`src/rtl/e1s_defs.svh`:
```
// Purpose: register offsets, field positions, reset values and timing for the status block
// Assumes: 8-bit parallel control port, one 200 MHz core clock
// Notes: included by bare name
`ifndef E1S_DEFS_SVH
`define E1S_DEFS_SVH
`define E1S_ADDR_SR1 8'h06
`define E1S_ADDR_SR2 8'h07
`define E1S_ADDR_RIR 8'h08
`define E1S_ADDR_CCR1 8'h10
`define E1S_ADDR_IRQ_MASK_ONE 8'h16
`define E1S_ADDR_IRQ_MASK_TWO 8'h17
`define E1S_ADDR_CCR3 8'h1b
`define E1S_ADDR_SSR 8'h1e
`define E1S_RIR_TX_FULL 7
`define E1S_RIR_TX_EMPTY 6
`define E1S_RIR_JIT_LIMIT 5
`define E1S_RIR_RX_FULL 4
`define E1S_RIR_RX_EMPTY 3
`define E1S_RIR_CRC_RESYNC 2
`define E1S_RIR_FAS_RESYNC 1
`define E1S_RIR_CAS_RESYNC 0
`define E1S_CCR1_CRC_EN 0
`define E1S_CCR3_ESR 4
`define E1S_CCR3_LINE_IF_RESET_BIT 3
`define E1S_RST_BYTE 8'h00
`define E1S_RST_CSC 6'h00
`define E1S_CSC_W 6
`define E1S_LIF_RECOVER_MS 40
`define E1S_CORE_CLK_MHZ 200
`endif

```
`src/rtl/e1s_pkg.sv`:
```
// Purpose: shared types of the status and information block
// Assumes: nothing beyond the defs header
// Notes: constants live in e1s_defs.svh
package e1s_pkg;
  typedef logic [7:0] e1s_byte_t;
  typedef logic [7:0] e1s_addr_t;
  typedef logic [5:0] e1s_csc_t;
  typedef enum logic [1:0] {LIF_IDLE, LIF_RESET, LIF_RECOVER} e1s_lif_e;
endpackage

```
`src/rtl/e1s_flag_if.sv`:
```
// Purpose: carrier between the top and one latched flag register
// Assumes: all signals on the core clock
// Notes: set is a per-bit event or condition level
`timescale 1ns/10ps
`default_nettype none
interface e1s_flag_if;
  logic [7:0] set;
  logic wr;
  logic [7:0] wmask;
  logic [7:0] latch;
  logic [7:0] view;
  modport owner (input set, input wr, input wmask, output latch, output view);
  modport user (output set, output wr, output wmask, input latch, input view);
endinterface
`default_nettype wire

```
`src/rtl/e1s_status_top.sv`:
```
// Purpose: status and information registers of an E1 transceiver on the parallel port
// Assumes: host strobes are one cycle and synchronous to I_CORE_CLK
// Notes: framer, elastic stores and line interface sit outside; they feed event inputs
`timescale 1ns/10ps
`default_nettype none
`include "e1s_defs.svh"
module e1s_status_top #(
  parameter int LIF_RECOVER_CYC = `E1S_LIF_RECOVER_MS * 1000 * `E1S_CORE_CLK_MHZ
) (
  input wire logic I_CORE_CLK,
  input wire logic I_RST_N,
  input wire logic I_WR_STB,
  input wire logic I_RD_STB,
  input wire e1s_pkg::e1s_addr_t I_ADDR,
  input wire e1s_pkg::e1s_byte_t I_WDATA,
  input wire e1s_pkg::e1s_byte_t I_ALARM_ONE_SET,
  input wire e1s_pkg::e1s_byte_t I_EVENT_TWO_SET,
  input wire logic I_TX_STORE_FULL,
  input wire logic I_TX_STORE_EMPTY,
  input wire logic I_JITTER_FIFO_LIMIT,
  input wire logic I_RX_STORE_FULL,
  input wire logic I_RX_STORE_EMPTY,
  input wire logic I_CRC_RESYNC,
  input wire logic I_FRAME_ALIGN_RESYNC,
  input wire logic I_SIG_MF_RESYNC,
  input wire logic I_CRC_SEARCH_TIMEOUT,
  input wire logic I_CRC_SYNC_OK,
  input wire logic I_FRAME_ALIGN_SEARCH,
  input wire logic I_SIG_MF_SEARCH,
  input wire logic I_CRC_MF_SEARCH,
  output logic [7:0] O_RDATA,
  output logic O_RD_VALID,
  output logic O_IRQ_OUT_ONE,
  output logic O_IRQ_OUT_TWO,
  output logic O_LINE_IF_RST,
  output logic O_LINE_IF_BUSY,
  output logic O_ES_DEPTH_RST,
  output logic O_CRC_MODE_EN
);
  import e1s_pkg::*;
  localparam int LIF_CW = $clog2(LIF_RECOVER_CYC + 1);
  localparam logic [LIF_CW-1:0] LIF_LAST = LIF_CW'(LIF_RECOVER_CYC - 1);

  function automatic logic f_hit(input e1s_addr_t addr, input e1s_addr_t target);
    f_hit = (addr == target);
  endfunction

  e1s_flag_if sr1_if ();
  e1s_flag_if sr2_if ();
  e1s_flag_if rir_if ();

  e1s_byte_t irq_mask_one_ff;
  e1s_byte_t irq_mask_two_ff;
  e1s_byte_t ccr1_ff;
  e1s_byte_t ccr3_ff;
  e1s_byte_t ccr3_d_ff;
  e1s_byte_t rdata_ff;
  e1s_byte_t nxt_rdata;
  e1s_byte_t rir_set;
  logic [7:0] sync_search_status;
  logic rd_valid_ff;
  logic irq1_ff;
  logic irq2_ff;
  logic line_rst_ff;
  logic lif_busy_ff;
  logic es_rst_ff;
  logic crc_en_ff;
  logic line_if_reset_bit_rise;
  logic esr_fall;
  e1s_lif_e lif_state_ff;
  e1s_lif_e nxt_lif_state;
  logic [LIF_CW-1:0] lif_cnt_ff;

  // receive information events, each on its own bit
  always_comb begin
    rir_set = 8'h00;
    rir_set[`E1S_RIR_TX_FULL] = I_TX_STORE_FULL;
    rir_set[`E1S_RIR_TX_EMPTY] = I_TX_STORE_EMPTY;
    rir_set[`E1S_RIR_JIT_LIMIT] = I_JITTER_FIFO_LIMIT;
    rir_set[`E1S_RIR_RX_FULL] = I_RX_STORE_FULL;
    rir_set[`E1S_RIR_RX_EMPTY] = I_RX_STORE_EMPTY;
    rir_set[`E1S_RIR_CRC_RESYNC] = I_CRC_RESYNC;
    rir_set[`E1S_RIR_FAS_RESYNC] = I_FRAME_ALIGN_RESYNC;
    rir_set[`E1S_RIR_CAS_RESYNC] = I_SIG_MF_RESYNC;
  end

  // alarm inputs are levels, so a persisting alarm keeps its bit set through a clear
  assign sr1_if.set = I_ALARM_ONE_SET;
  assign sr1_if.wr = I_WR_STB && f_hit(I_ADDR, `E1S_ADDR_SR1);
  assign sr1_if.wmask = I_WDATA;
  assign sr2_if.set = I_EVENT_TWO_SET;
  assign sr2_if.wr = I_WR_STB && f_hit(I_ADDR, `E1S_ADDR_SR2);
  assign sr2_if.wmask = I_WDATA;
  assign rir_if.set = rir_set;
  assign rir_if.wr = I_WR_STB && f_hit(I_ADDR, `E1S_ADDR_RIR);
  assign rir_if.wmask = I_WDATA;

  e1s_latch_reg u_sr1 (
    .i_clk(I_CORE_CLK),
    .i_rst_n(I_RST_N),
    .flg(sr1_if.owner)
  );
  e1s_latch_reg u_sr2 (
    .i_clk(I_CORE_CLK),
    .i_rst_n(I_RST_N),
    .flg(sr2_if.owner)
  );
  e1s_latch_reg u_rir (
    .i_clk(I_CORE_CLK),
    .i_rst_n(I_RST_N),
    .flg(rir_if.owner)
  );

  e1s_sync_cnt u_sync (
    .i_clk(I_CORE_CLK),
    .i_rst_n(I_RST_N),
    .i_timeout(I_CRC_SEARCH_TIMEOUT),
    .i_sync_ok(I_CRC_SYNC_OK),
    .i_mode_en(ccr1_ff[`E1S_CCR1_CRC_EN]),
    .i_fas_search(I_FRAME_ALIGN_SEARCH),
    .i_cas_search(I_SIG_MF_SEARCH),
    .i_crc_search(I_CRC_MF_SEARCH),
    .o_ssr(sync_search_status)
  );

  // control registers; contents are defined at reset even though software must rewrite them
  always_ff @(posedge I_CORE_CLK) begin
    if (!I_RST_N) begin
      irq_mask_one_ff <= `E1S_RST_BYTE;
      irq_mask_two_ff <= `E1S_RST_BYTE;
      ccr1_ff <= `E1S_RST_BYTE;
      ccr3_ff <= `E1S_RST_BYTE;
    end else if (I_WR_STB) begin
      if (f_hit(I_ADDR, `E1S_ADDR_IRQ_MASK_ONE)) begin
        irq_mask_one_ff <= I_WDATA;
      end
      if (f_hit(I_ADDR, `E1S_ADDR_IRQ_MASK_TWO)) begin
        irq_mask_two_ff <= I_WDATA;
      end
      if (f_hit(I_ADDR, `E1S_ADDR_CCR1)) begin
        ccr1_ff <= I_WDATA;
      end
      if (f_hit(I_ADDR, `E1S_ADDR_CCR3)) begin
        ccr3_ff <= I_WDATA;
      end
    end
  end

  always_ff @(posedge I_CORE_CLK) begin
    if (!I_RST_N) begin
      crc_en_ff <= 1'b0;
    end else begin
      crc_en_ff <= ccr1_ff[`E1S_CCR1_CRC_EN];
    end
  end

  // read port; writes to the synchronizer status address are ignored
  always_comb begin
    nxt_rdata = 8'h00;
    case (I_ADDR)
      `E1S_ADDR_SR1: nxt_rdata = sr1_if.view;
      `E1S_ADDR_SR2: nxt_rdata = sr2_if.view;
      `E1S_ADDR_RIR: nxt_rdata = rir_if.view;
      `E1S_ADDR_SSR: nxt_rdata = sync_search_status;
      `E1S_ADDR_IRQ_MASK_ONE: nxt_rdata = irq_mask_one_ff;
      `E1S_ADDR_IRQ_MASK_TWO: nxt_rdata = irq_mask_two_ff;
      `E1S_ADDR_CCR1: nxt_rdata = ccr1_ff;
      `E1S_ADDR_CCR3: nxt_rdata = ccr3_ff;
      default: nxt_rdata = 8'h00;
    endcase
  end

  always_ff @(posedge I_CORE_CLK) begin
    if (!I_RST_N) begin
      rdata_ff <= 8'h00;
      rd_valid_ff <= 1'b0;
    end else begin
      rd_valid_ff <= I_RD_STB;
      if (I_RD_STB) begin
        rdata_ff <= nxt_rdata;
      end
    end
  end

  // interrupts follow the latches, not the readable copies
  always_ff @(posedge I_CORE_CLK) begin
    if (!I_RST_N) begin
      irq1_ff <= 1'b0;
      irq2_ff <= 1'b0;
    end else begin
      irq1_ff <= |(sr1_if.latch & irq_mask_one_ff);
      irq2_ff <= |(sr2_if.latch & irq_mask_two_ff);
    end
  end

  // edges of the two reset bits of the third control register
  always_ff @(posedge I_CORE_CLK) begin
    if (!I_RST_N) begin
      ccr3_d_ff <= `E1S_RST_BYTE;
    end else begin
      ccr3_d_ff <= ccr3_ff;
    end
  end
  assign line_if_reset_bit_rise = ccr3_ff[`E1S_CCR3_LINE_IF_RESET_BIT] && !ccr3_d_ff[`E1S_CCR3_LINE_IF_RESET_BIT];
  assign esr_fall = !ccr3_ff[`E1S_CCR3_ESR] && ccr3_d_ff[`E1S_CCR3_ESR];

  always_ff @(posedge I_CORE_CLK) begin
    if (!I_RST_N) begin
      es_rst_ff <= 1'b0;
    end else begin
      es_rst_ff <= esr_fall;
    end
  end

  // line interface reset and recovery; a new rising edge restarts the wait
  always_comb begin
    nxt_lif_state = lif_state_ff;
    case (lif_state_ff)
      LIF_IDLE: begin
        if (line_if_reset_bit_rise) begin
          nxt_lif_state = LIF_RESET;
        end
      end
      LIF_RESET: begin
        nxt_lif_state = LIF_RECOVER;
      end
      LIF_RECOVER: begin
        if (line_if_reset_bit_rise) begin
          nxt_lif_state = LIF_RESET;
        end else if (lif_cnt_ff == LIF_LAST) begin
          nxt_lif_state = LIF_IDLE;
        end
      end
      default: nxt_lif_state = LIF_IDLE;
    endcase
  end

  always_ff @(posedge I_CORE_CLK) begin
    if (!I_RST_N) begin
      lif_state_ff <= LIF_IDLE;
      lif_cnt_ff <= '0;
    end else begin
      lif_state_ff <= nxt_lif_state;
      if (nxt_lif_state == LIF_RECOVER && lif_state_ff == LIF_RECOVER) begin
        lif_cnt_ff <= LIF_CW'(lif_cnt_ff + 1'b1);
      end else begin
        lif_cnt_ff <= '0;
      end
    end
  end

  always_ff @(posedge I_CORE_CLK) begin
    if (!I_RST_N) begin
      line_rst_ff <= 1'b0;
      lif_busy_ff <= 1'b0;
    end else begin
      line_rst_ff <= (nxt_lif_state == LIF_RESET);
      lif_busy_ff <= (nxt_lif_state != LIF_IDLE);
    end
  end

  assign O_RDATA = rdata_ff;
  assign O_RD_VALID = rd_valid_ff;
  assign O_IRQ_OUT_ONE = irq1_ff;
  assign O_IRQ_OUT_TWO = irq2_ff;
  assign O_LINE_IF_RST = line_rst_ff;
  assign O_LINE_IF_BUSY = lif_busy_ff;
  assign O_ES_DEPTH_RST = es_rst_ff;
  assign O_CRC_MODE_EN = crc_en_ff;

  AST_IRQ_ONE: assert property (@(posedge I_CORE_CLK) disable iff (!I_RST_N)
    (|(sr1_if.latch & irq_mask_one_ff)) |=> O_IRQ_OUT_ONE)
    else $error("interrupt one missing for enabled bit");
  AST_IRQ_TWO_MASKED: assert property (@(posedge I_CORE_CLK) disable iff (!I_RST_N)
    ((sr2_if.latch & irq_mask_two_ff) == 8'h00) |=> !O_IRQ_OUT_TWO)
    else $error("interrupt two raised with no enabled bit");
  AST_ES_PULSE: assert property (@(posedge I_CORE_CLK) disable iff (!I_RST_N)
    esr_fall |=> O_ES_DEPTH_RST ##1 !O_ES_DEPTH_RST)
    else $error("store depth reset pulse wrong");
  AST_LIF_START: assert property (@(posedge I_CORE_CLK) disable iff (!I_RST_N)
    (line_if_reset_bit_rise && lif_state_ff == LIF_IDLE) |=> O_LINE_IF_RST ##1 (!O_LINE_IF_RST && O_LINE_IF_BUSY))
    else $error("line reset not started");
  AST_LIF_DONE: assert property (@(posedge I_CORE_CLK) disable iff (!I_RST_N)
    (lif_state_ff == LIF_RECOVER && lif_cnt_ff == LIF_LAST && !line_if_reset_bit_rise) |=> !O_LINE_IF_BUSY)
    else $error("line recovery did not end on time");
  AST_RD_SSR: assert property (@(posedge I_CORE_CLK) disable iff (!I_RST_N)
    (I_RD_STB && f_hit(I_ADDR, `E1S_ADDR_SSR)) |=> (O_RD_VALID && O_RDATA == $past(sync_search_status)))
    else $error("synchronizer status read wrong");
endmodule // e1s_status_top
`default_nettype wire

```
`src/rtl/e1s_latch_reg.sv`:
```
// Purpose: one latched status byte with its masked readable copy
// Assumes: write strobe is one cycle per host write
// Notes: set wins over a clear in the same cycle
`timescale 1ns/10ps
`default_nettype none
module e1s_latch_reg (
  input wire logic i_clk,
  input wire logic i_rst_n,
  e1s_flag_if.owner flg
);
  import e1s_pkg::*;
  logic [7:0] latch_ff;
  logic [7:0] view_ff;
  logic [7:0] clr_mask;
  logic [7:0] now_val;
  assign clr_mask = flg.wr ? flg.wmask : 8'h00;
  // a bit set this cycle is part of the current value, so it is never lost
  assign now_val = latch_ff | flg.set;
  always_ff @(posedge i_clk) begin
    if (!i_rst_n) begin
      latch_ff <= 8'h00;
    end else begin
      latch_ff <= (latch_ff & ~clr_mask) | flg.set;
    end
  end
  always_ff @(posedge i_clk) begin
    if (!i_rst_n) begin
      view_ff <= 8'h00;
    end else begin
      view_ff <= (view_ff & ~clr_mask) | (now_val & clr_mask);
    end
  end
  assign flg.latch = latch_ff;
  assign flg.view = view_ff;
  AST_LATCH_STICKS: assert property (@(posedge i_clk) disable iff (!i_rst_n)
    (flg.set != 8'h00) |=> ((latch_ff & $past(flg.set)) == $past(flg.set)))
    else $error("latched bit did not set");
  AST_LATCH_HOLDS: assert property (@(posedge i_clk) disable iff (!i_rst_n)
    (!flg.wr && flg.set == 8'h00) |=> (latch_ff == $past(latch_ff)))
    else $error("latched bit changed without event or clear");
  AST_WR_CLEARS: assert property (@(posedge i_clk) disable iff (!i_rst_n)
    (flg.wr && flg.set == 8'h00) |=> ((latch_ff & $past(flg.wmask)) == 8'h00))
    else $error("masked bit not cleared by write");
  AST_VIEW_LOAD: assert property (@(posedge i_clk) disable iff (!i_rst_n)
    flg.wr |=> ((view_ff & $past(flg.wmask)) == ($past(now_val) & $past(flg.wmask)))
      && ((view_ff & ~$past(flg.wmask)) == ($past(view_ff) & ~$past(flg.wmask))))
    else $error("readable copy not loaded or held per mask");
endmodule // e1s_latch_reg
`default_nettype wire

```
`src/rtl/e1s_sync_cnt.sv`:
```
// Purpose: crc4 sync counter and the live synchronizer status byte
// Assumes: timeout is a one-cycle pulse per expired 8 ms search
// Notes: counter bit 1 is kept but never shown
`timescale 1ns/10ps
`default_nettype none
`include "e1s_defs.svh"
module e1s_sync_cnt (
  input wire logic i_clk,
  input wire logic i_rst_n,
  input wire logic i_timeout,
  input wire logic i_sync_ok,
  input wire logic i_mode_en,
  input wire logic i_fas_search,
  input wire logic i_cas_search,
  input wire logic i_crc_search,
  output logic [7:0] o_ssr
);
  import e1s_pkg::*;
  e1s_csc_t cnt_ff;
  e1s_csc_t nxt_cnt;
  logic [7:0] ssr_ff;
  always_comb begin
    nxt_cnt = cnt_ff;
    if (!i_mode_en || i_sync_ok) begin
      nxt_cnt = `E1S_RST_CSC;
    end else if (i_timeout) begin
      nxt_cnt = e1s_csc_t'(cnt_ff + 6'h01);
    end
  end
  always_ff @(posedge i_clk) begin
    if (!i_rst_n) begin
      cnt_ff <= `E1S_RST_CSC;
    end else begin
      cnt_ff <= nxt_cnt;
    end
  end
  // unlatched: rebuilt every cycle from live state
  always_ff @(posedge i_clk) begin
    if (!i_rst_n) begin
      ssr_ff <= 8'h00;
    end else begin
      ssr_ff <= {nxt_cnt[5:2], nxt_cnt[0], i_fas_search, i_cas_search, i_crc_search};
    end
  end
  assign o_ssr = ssr_ff;
  AST_CSC_INC: assert property (@(posedge i_clk) disable iff (!i_rst_n)
    (i_mode_en && !i_sync_ok && i_timeout) |=> (cnt_ff == e1s_csc_t'($past(cnt_ff) + 6'h01)))
    else $error("sync counter did not step or wrap");
  AST_CSC_CLR: assert property (@(posedge i_clk) disable iff (!i_rst_n)
    (!i_mode_en || i_sync_ok) |=> (cnt_ff == 6'h00))
    else $error("sync counter not cleared");
  AST_SSR_MAP: assert property (@(posedge i_clk) disable iff (!i_rst_n)
    $past(i_rst_n) |-> (ssr_ff == {cnt_ff[5:2], cnt_ff[0], $past(i_fas_search),
      $past(i_cas_search), $past(i_crc_search)}))
    else $error("status byte does not mirror counter and search state");
endmodule // e1s_sync_cnt
`default_nettype wire

```
`config.mk`:
```
export PLATFORM = sky130hd
export DESIGN_NAME = e1s_status_top
export DESIGN_NICKNAME = d
export VERILOG_FILES = /design/src/rtl/e1s_pkg.sv /design/src/rtl/e1s_flag_if.sv /design/src/rtl/e1s_status_top.sv /design/src/rtl/e1s_latch_reg.sv /design/src/rtl/e1s_sync_cnt.sv
export VERILOG_INCLUDE_DIRS = /design/src /design/src/rtl
export SDC_FILE = /design/constraint.sdc
export NUM_CORES = 1
export LEC_CHECK = 0
export BUFFER_PORTS_ARGS = -buffer_cell sky130_fd_sc_hd__buf_2
export CAP_MARGIN = 20
export CORE_ASPECT_RATIO = 1.2
export CORE_MARGIN = 5
export CORE_UTILIZATION = 52
export CTS_CLUSTER_DIAMETER = 200
export DETAILED_ROUTE_END_ITERATION = 8
export HOLD_SLACK_MARGIN = 0.03
export PLACE_DENSITY = 0.72
export SLEW_MARGIN = 20
export SYNTH_ARGS = -nofsm -noshare
export SYNTH_HDL_FRONTEND = slang
export SYNTH_SLANG_ARGS = --single-unit
```
`constraint.sdc`:
```
create_clock -name I_CORE_CLK -period 2.2 [get_ports I_CORE_CLK]
set_input_delay 0.11 -clock I_CORE_CLK [delete_from_list [all_inputs] [get_ports I_CORE_CLK]]
set_output_delay 0.11 -clock I_CORE_CLK [all_outputs]
set_load 0.02 [all_outputs]
```
After elaboration in Yosys (flattened, before gate mapping):

Index checks and enable logic that the tools add are counted.

* flip-flop bits (word level): 139
* input bits: 49
* output and inout port bits: 15

* add/sub/neg operators: 2
* equal/unequal tests: 13
* muxes and demuxes: 10
* bitwise gates (word level): 24
* reductions and logical operators: 20

Operator list (number)
* 8-bit AND: 11
* 8-bit bitwise OR: 9
* 8-bit one-hot mux with 8 select lines: 1
* 8-bit by 5-bit == test with 1-bit output, second input constant: 5
* 8-bit two-way mux: 3
* 8-bit NOT: 3
* 23-bit by 1-bit adder with 23-bit output, second input constant: 1
* 23-bit == test, second input constant: 1
* 8-bit by 3-bit == test with 1-bit output, second input constant: 2
* 8-bit OR reduction: 2
* 6-bit two-way mux: 2
* 2-bit AND reduction: 5
* 8-bit by 4-bit == test with 1-bit output, second input constant: 1
* 6-bit by 1-bit adder with 6-bit output, second input constant: 1
* 1-bit logical AND: 6
* 2-bit two-way mux: 3
* 2-bit one-hot mux with 3 select lines: 1
* 2-bit by 1-bit == test with 1-bit output, second input constant: 2
* 2-bit == test, second input constant: 2
* 1-bit logical NOT: 3
* 2-bit logical NOT: 1
* 2-bit nonzero test: 1
* 2-bit OR reduction: 1
* 1-bit logical OR: 1
* 1-bit NOT: 1

Depth between registers and ports, before layout:

* depth after elaboration: 7
* gate-level depth with buffers: 8
* mapped depth without buffers: 6

Modules after synthesis:

From an unflattened synthesis, not the netlist that was laid out.

* cells, all modules: 623
* area, all modules: 5788.1 um2

Modules (own cells, without submodules)
* e1s_status_top: instances 1, cells each 407, area an instance 3601.0 um2, seq. area each 1481.4 um2
* e1s_latch_reg: instances 3, cells each 60, area an instance 608.1 um2, seq. area each 320.3 um2
* e1s_sync_cnt: instances 1, cells each 36, area an instance 362.8 um2, seq. area each 180.2 um2

Worst setup path before layout:

Ideal clock, no wire load.

* kind: input to register
* from: input port I_ADDR[4]
* to: register with a tool-made name
* data arrival time: 1.662 ns
* slack: 0.407 ns
* stages on the path: 8
* cells stage by stage: buf_6 -> or4_4 -> buf_6 -> nor4b_4 -> buf_6 -> nand2_1 -> nor3_1 -> nor3_1

RTL lines
* start: declaration: RTL line e1s_status_top.sv:14 `input wire e1s_pkg::e1s_addr_t I_ADDR,`

Worst setup path in the final report:

* from: register lif_cnt_ff[0]
* to: register lif_cnt_ff[7]

* longest elaborated chain between the ends: 7

RTL lines
* start: declaration: RTL line e1s_status_top.sv:72 `logic [LIF_CW-1:0] lif_cnt_ff;`
* start signal: assignment: RTL line e1s_status_top.sv:245 `lif_cnt_ff <= LIF_CW'(lif_cnt_ff + 1'b1);`
* 23-bit == test: RTL line e1s_status_top.sv:230 `end else if (lif_cnt_ff == LIF_LAST) begin`
* 2-bit two-way mux: RTL line e1s_status_top.sv:230
* 2-bit two-way mux: RTL line e1s_status_top.sv:228 `if (line_if_reset_bit_rise) begin`
* 2-bit one-hot mux with 3 select lines: RTL line e1s_status_top.sv:218 `case (lif_state_ff)`
* 2-bit == test: RTL line e1s_status_top.sv:244 `if (nxt_lif_state == LIF_RECOVER && lif_state_ff == LIF_RECOVER) begin`
* 1-bit logical AND: RTL line e1s_status_top.sv:244
* 2-bit AND reduction (no line)

Several ways; a longest one is shown, not always the timed one.
A chain may end at the register's enable or synchronous reset.

==> results_dict.tcl <==
set metrics [dict create \
    fin_crit_ps 1764 \
    cp.arrival_ps 2060 \
    synth_top_area_cell "dfxtp_1" \
    ant_nets 0 \
    seq_area_frac_synth_pct 46.33 \
    met1_length_mm 6.670 \
    die_h_um 124.3 \
    clock_sinks 131 \
    synth_area_leaders "dfxtp_1 (46%), a21oi_1 (6.5%), nor3_1 (5.0%)" \
    crit_path_end_kind "flop" \
    setup_violations 0 \
    leakagePower_nw 2.489 \
    outcome "finished clean" \
    async_flop_share_pct 0 \
    post_drt_wl_per_cell_um 17.23 \
    crit_path_max_incr_delay_ps 370 \
    cts_resized 0 \
    syn_nets 714 \
    clockBufferDepth 2 \
    layout-drive-gt1-share_pct 15.96 \
    highest_layer "met4" \
    path_cells "ha_1 > nand3_1 > or2_2 > o21bai_1 > buf_4 > nor2_1" \
    fin_crit_sh_pct 80.19 \
    path_class "reg -> reg" \
    met2WireLength_mm 7.190 \
    maxCapViolations 0 \
    drtIter0Drc 470 \
    grt_pass1_vias 4999 \
    die_w_um 105.2 \
    slew_headroom_pct 57.67 \
    yosysUniqueCellTypes 55 \
    fmaxAchievable_ghz 0.5668 \
    vias_per_cell 5.834 \
    areaGrowthSynthToFinish_pct 22.75 \
    cts_made_buffers 17 \
    crit_family "simple AND/OR/NAND/NOR gates" \
    synth.most_common_cell "dfxtp_1" \
    start_util_pct 53.56 \
    ir_drop_mv 0.4619 \
    cts_hold_buf 28 \
    clk_latency_ps 420 \
    crit_path_top_delay_cell "dfxtp_1" \
    ys_top_cells_by_count "dfxtp_1 (131), a21oi_1 (73), nand2_1 (73)" \
    fin_setup_tns_ps 0 \
    synth_top_area_share_pct 46.33 \
    drc 0 \
    h-tree-depth 4 \
    startpoint_type "flop" \
    synth.cell_area_um2 5660 \
    root_buffer "clkbuf_16" \
    gp_congestion 0.9640 \
    io_buffers 63 \
    antennaDiodeCount 0 \
    vias 5175 \
    dieArea_um2 13080 \
    grt_usage_pct 23.57 \
    avgSynthCellArea_um2 8.538 \
    worst_pin_slew_ps 634.1 \
    ys_ff_latch 131 \
    cts_tree "done" \
    antenna_found_initial 0 \
    grt_max_degree 34 \
    n_fill_cell 830 \
    layout.nets 798 \
    fp-row-count 41 \
    io_pins 64 \
    finalHoldViolCount 0 \
    gr-total-overflow 0 \
    wl_mm 15.29 \
    dp_hpwl_mm 11.00 \
    synth_edf_count 0 \
    crit_path_max_fanout 13 \
    path_buf_inv 1 \
    fin_worst_skew_ps 9.230 \
    power_w 0.005525 \
    syn_inst 663 \
    met3_length_um 996 \
    drv_slew 0 \
    drt_first_pass_iters 5 \
    required_ps 2500 \
    clk_pin_slew_worst_paths_ps 50 \
    post-cts-setup-buffer-count 0 \
    min_path_type "in -> reg" \
    core_area_um2 10570 \
    synth_ff_type "dfxtp_1" \
    rsz0062_at_grt "false" \
    grt_pass1_wl_mm 24.90 \
    yosysWarningCount 0 \
    p_per_area_nw_per_um2 795.2 \
]
## final timing paths
| kind | startpoint | slack (ps) | endpoint | cells past startpoint |
|---|---|---|---|---|
| worst min-delay path | I_RST_N | 40 | O_ES_DEPTH_RST | 3 |
| worst min register to register | ccr3_d_ff[4] | 430 | O_ES_DEPTH_RST | 2 |
| worst max register to register | lif_cnt_ff[0] | 440 | lif_cnt_ff[7] | 6 |
| worst max-delay path | lif_cnt_ff[0] | 440 | lif_cnt_ff[7] | 6 |
## stage by stage
| step | setup WS [ps] | cells | hold slack [ps] | utilization, % | area (µm²) |
|---|---|---|---|---|---|
| finish | 435.8 | 887 | 42.85 | 65.75 | 6948 |
| global route | 308.2 | 887 | 76.59 | 65.75 | 6948 |
| CTS | 415.6 | 887 | 32.99 | 65.75 | 6948 |
| detailed placement | 269.7 | 829 | 322.8 | 57.52 | 6078 |
| global placement | 310.0 | 829 | 317.5 | 57.52 | 6078 |
| floorplan | 406.8 | 663 | 227.4 | - | 5660 |
## where the power goes
group	leakage (nW)	internal, W	switching, W	total, W
clock	0.292	0.00183	0.000972	0.00280
sequential	1.06	0.00241	0.0000269	0.00244
combinational	1.13	0.000117	0.000165	0.000282
## cells in the final DEF (no fill, tap or decap), types with 3 or more instances in the layout
cell,synthesis,layout
a21oi_1,73,73
nor2b_1,3,3
mux2i_1,17,17
nand2b_1,3,3
and3_1,14,14
nor2_1,69,69
dfxtp_1,131,131
nor4b_4,3,3
clkbuf_8,0,6
nand4_1,4,4
clkbuf_16,0,17
a22o_1,6,6
a22oi_1,17,17
buf_4,2,17
xnor2_1,15,15
buf_2,14,63
clkbuf_1,24,3
nor3_1,57,57
nand3_1,34,34
o21ai_0,7,7
dlygate4sd3_1,0,28
a221oi_1,6,6
nor4_1,8,8
xor2_1,10,10
o32ai_1,7,7
and2_1,11,11
o211ai_1,6,6
inv_1,11,11
nand2_1,73,73
## tightest hold or removal path, stage by stage
cell and delay, ps:
buf_2 180, nand2_1 80, nor2_1 30
## cells by family after synthesis
kind of cell	count (synthesis)	synth area share, %
multiplexers	18	3.205
AND/OR/NAND/NOR	298	26.66
AO/OA/AOI/OAI	133	14.94
buffers and inverters	56	4.553
flip-flops	131	46.33
XOR/XNOR	25	3.868
adder cells (fa/ha/maj)	2	0.4420
## routing by layer
layer | track usage [%] | up-vias
met5 | 0 | -
met4 | 10.23 | 0
met3 | 6.584 | 37
met2 | 36.54 | 167
met1 | 30.48 | 2443
li1 | - | 2528
## cell type report
type / count / area (µm²) / share of cell area, %
multi-input cells: 476 / 2786 / 40.10
flip-flops and latches: 131 / 2623 / 37.75
repair buffers: 109 / 743.2 / 10.70
clock buffers: 26 / 519.2 / 7.473
well taps: 129 / 161.4 / 2.323
clock inverters: 4 / 70.07 / 1.008
inverters: 12 / 45.04 / 0.6483
Note: power is estimated with default switching activity, not from simulation.
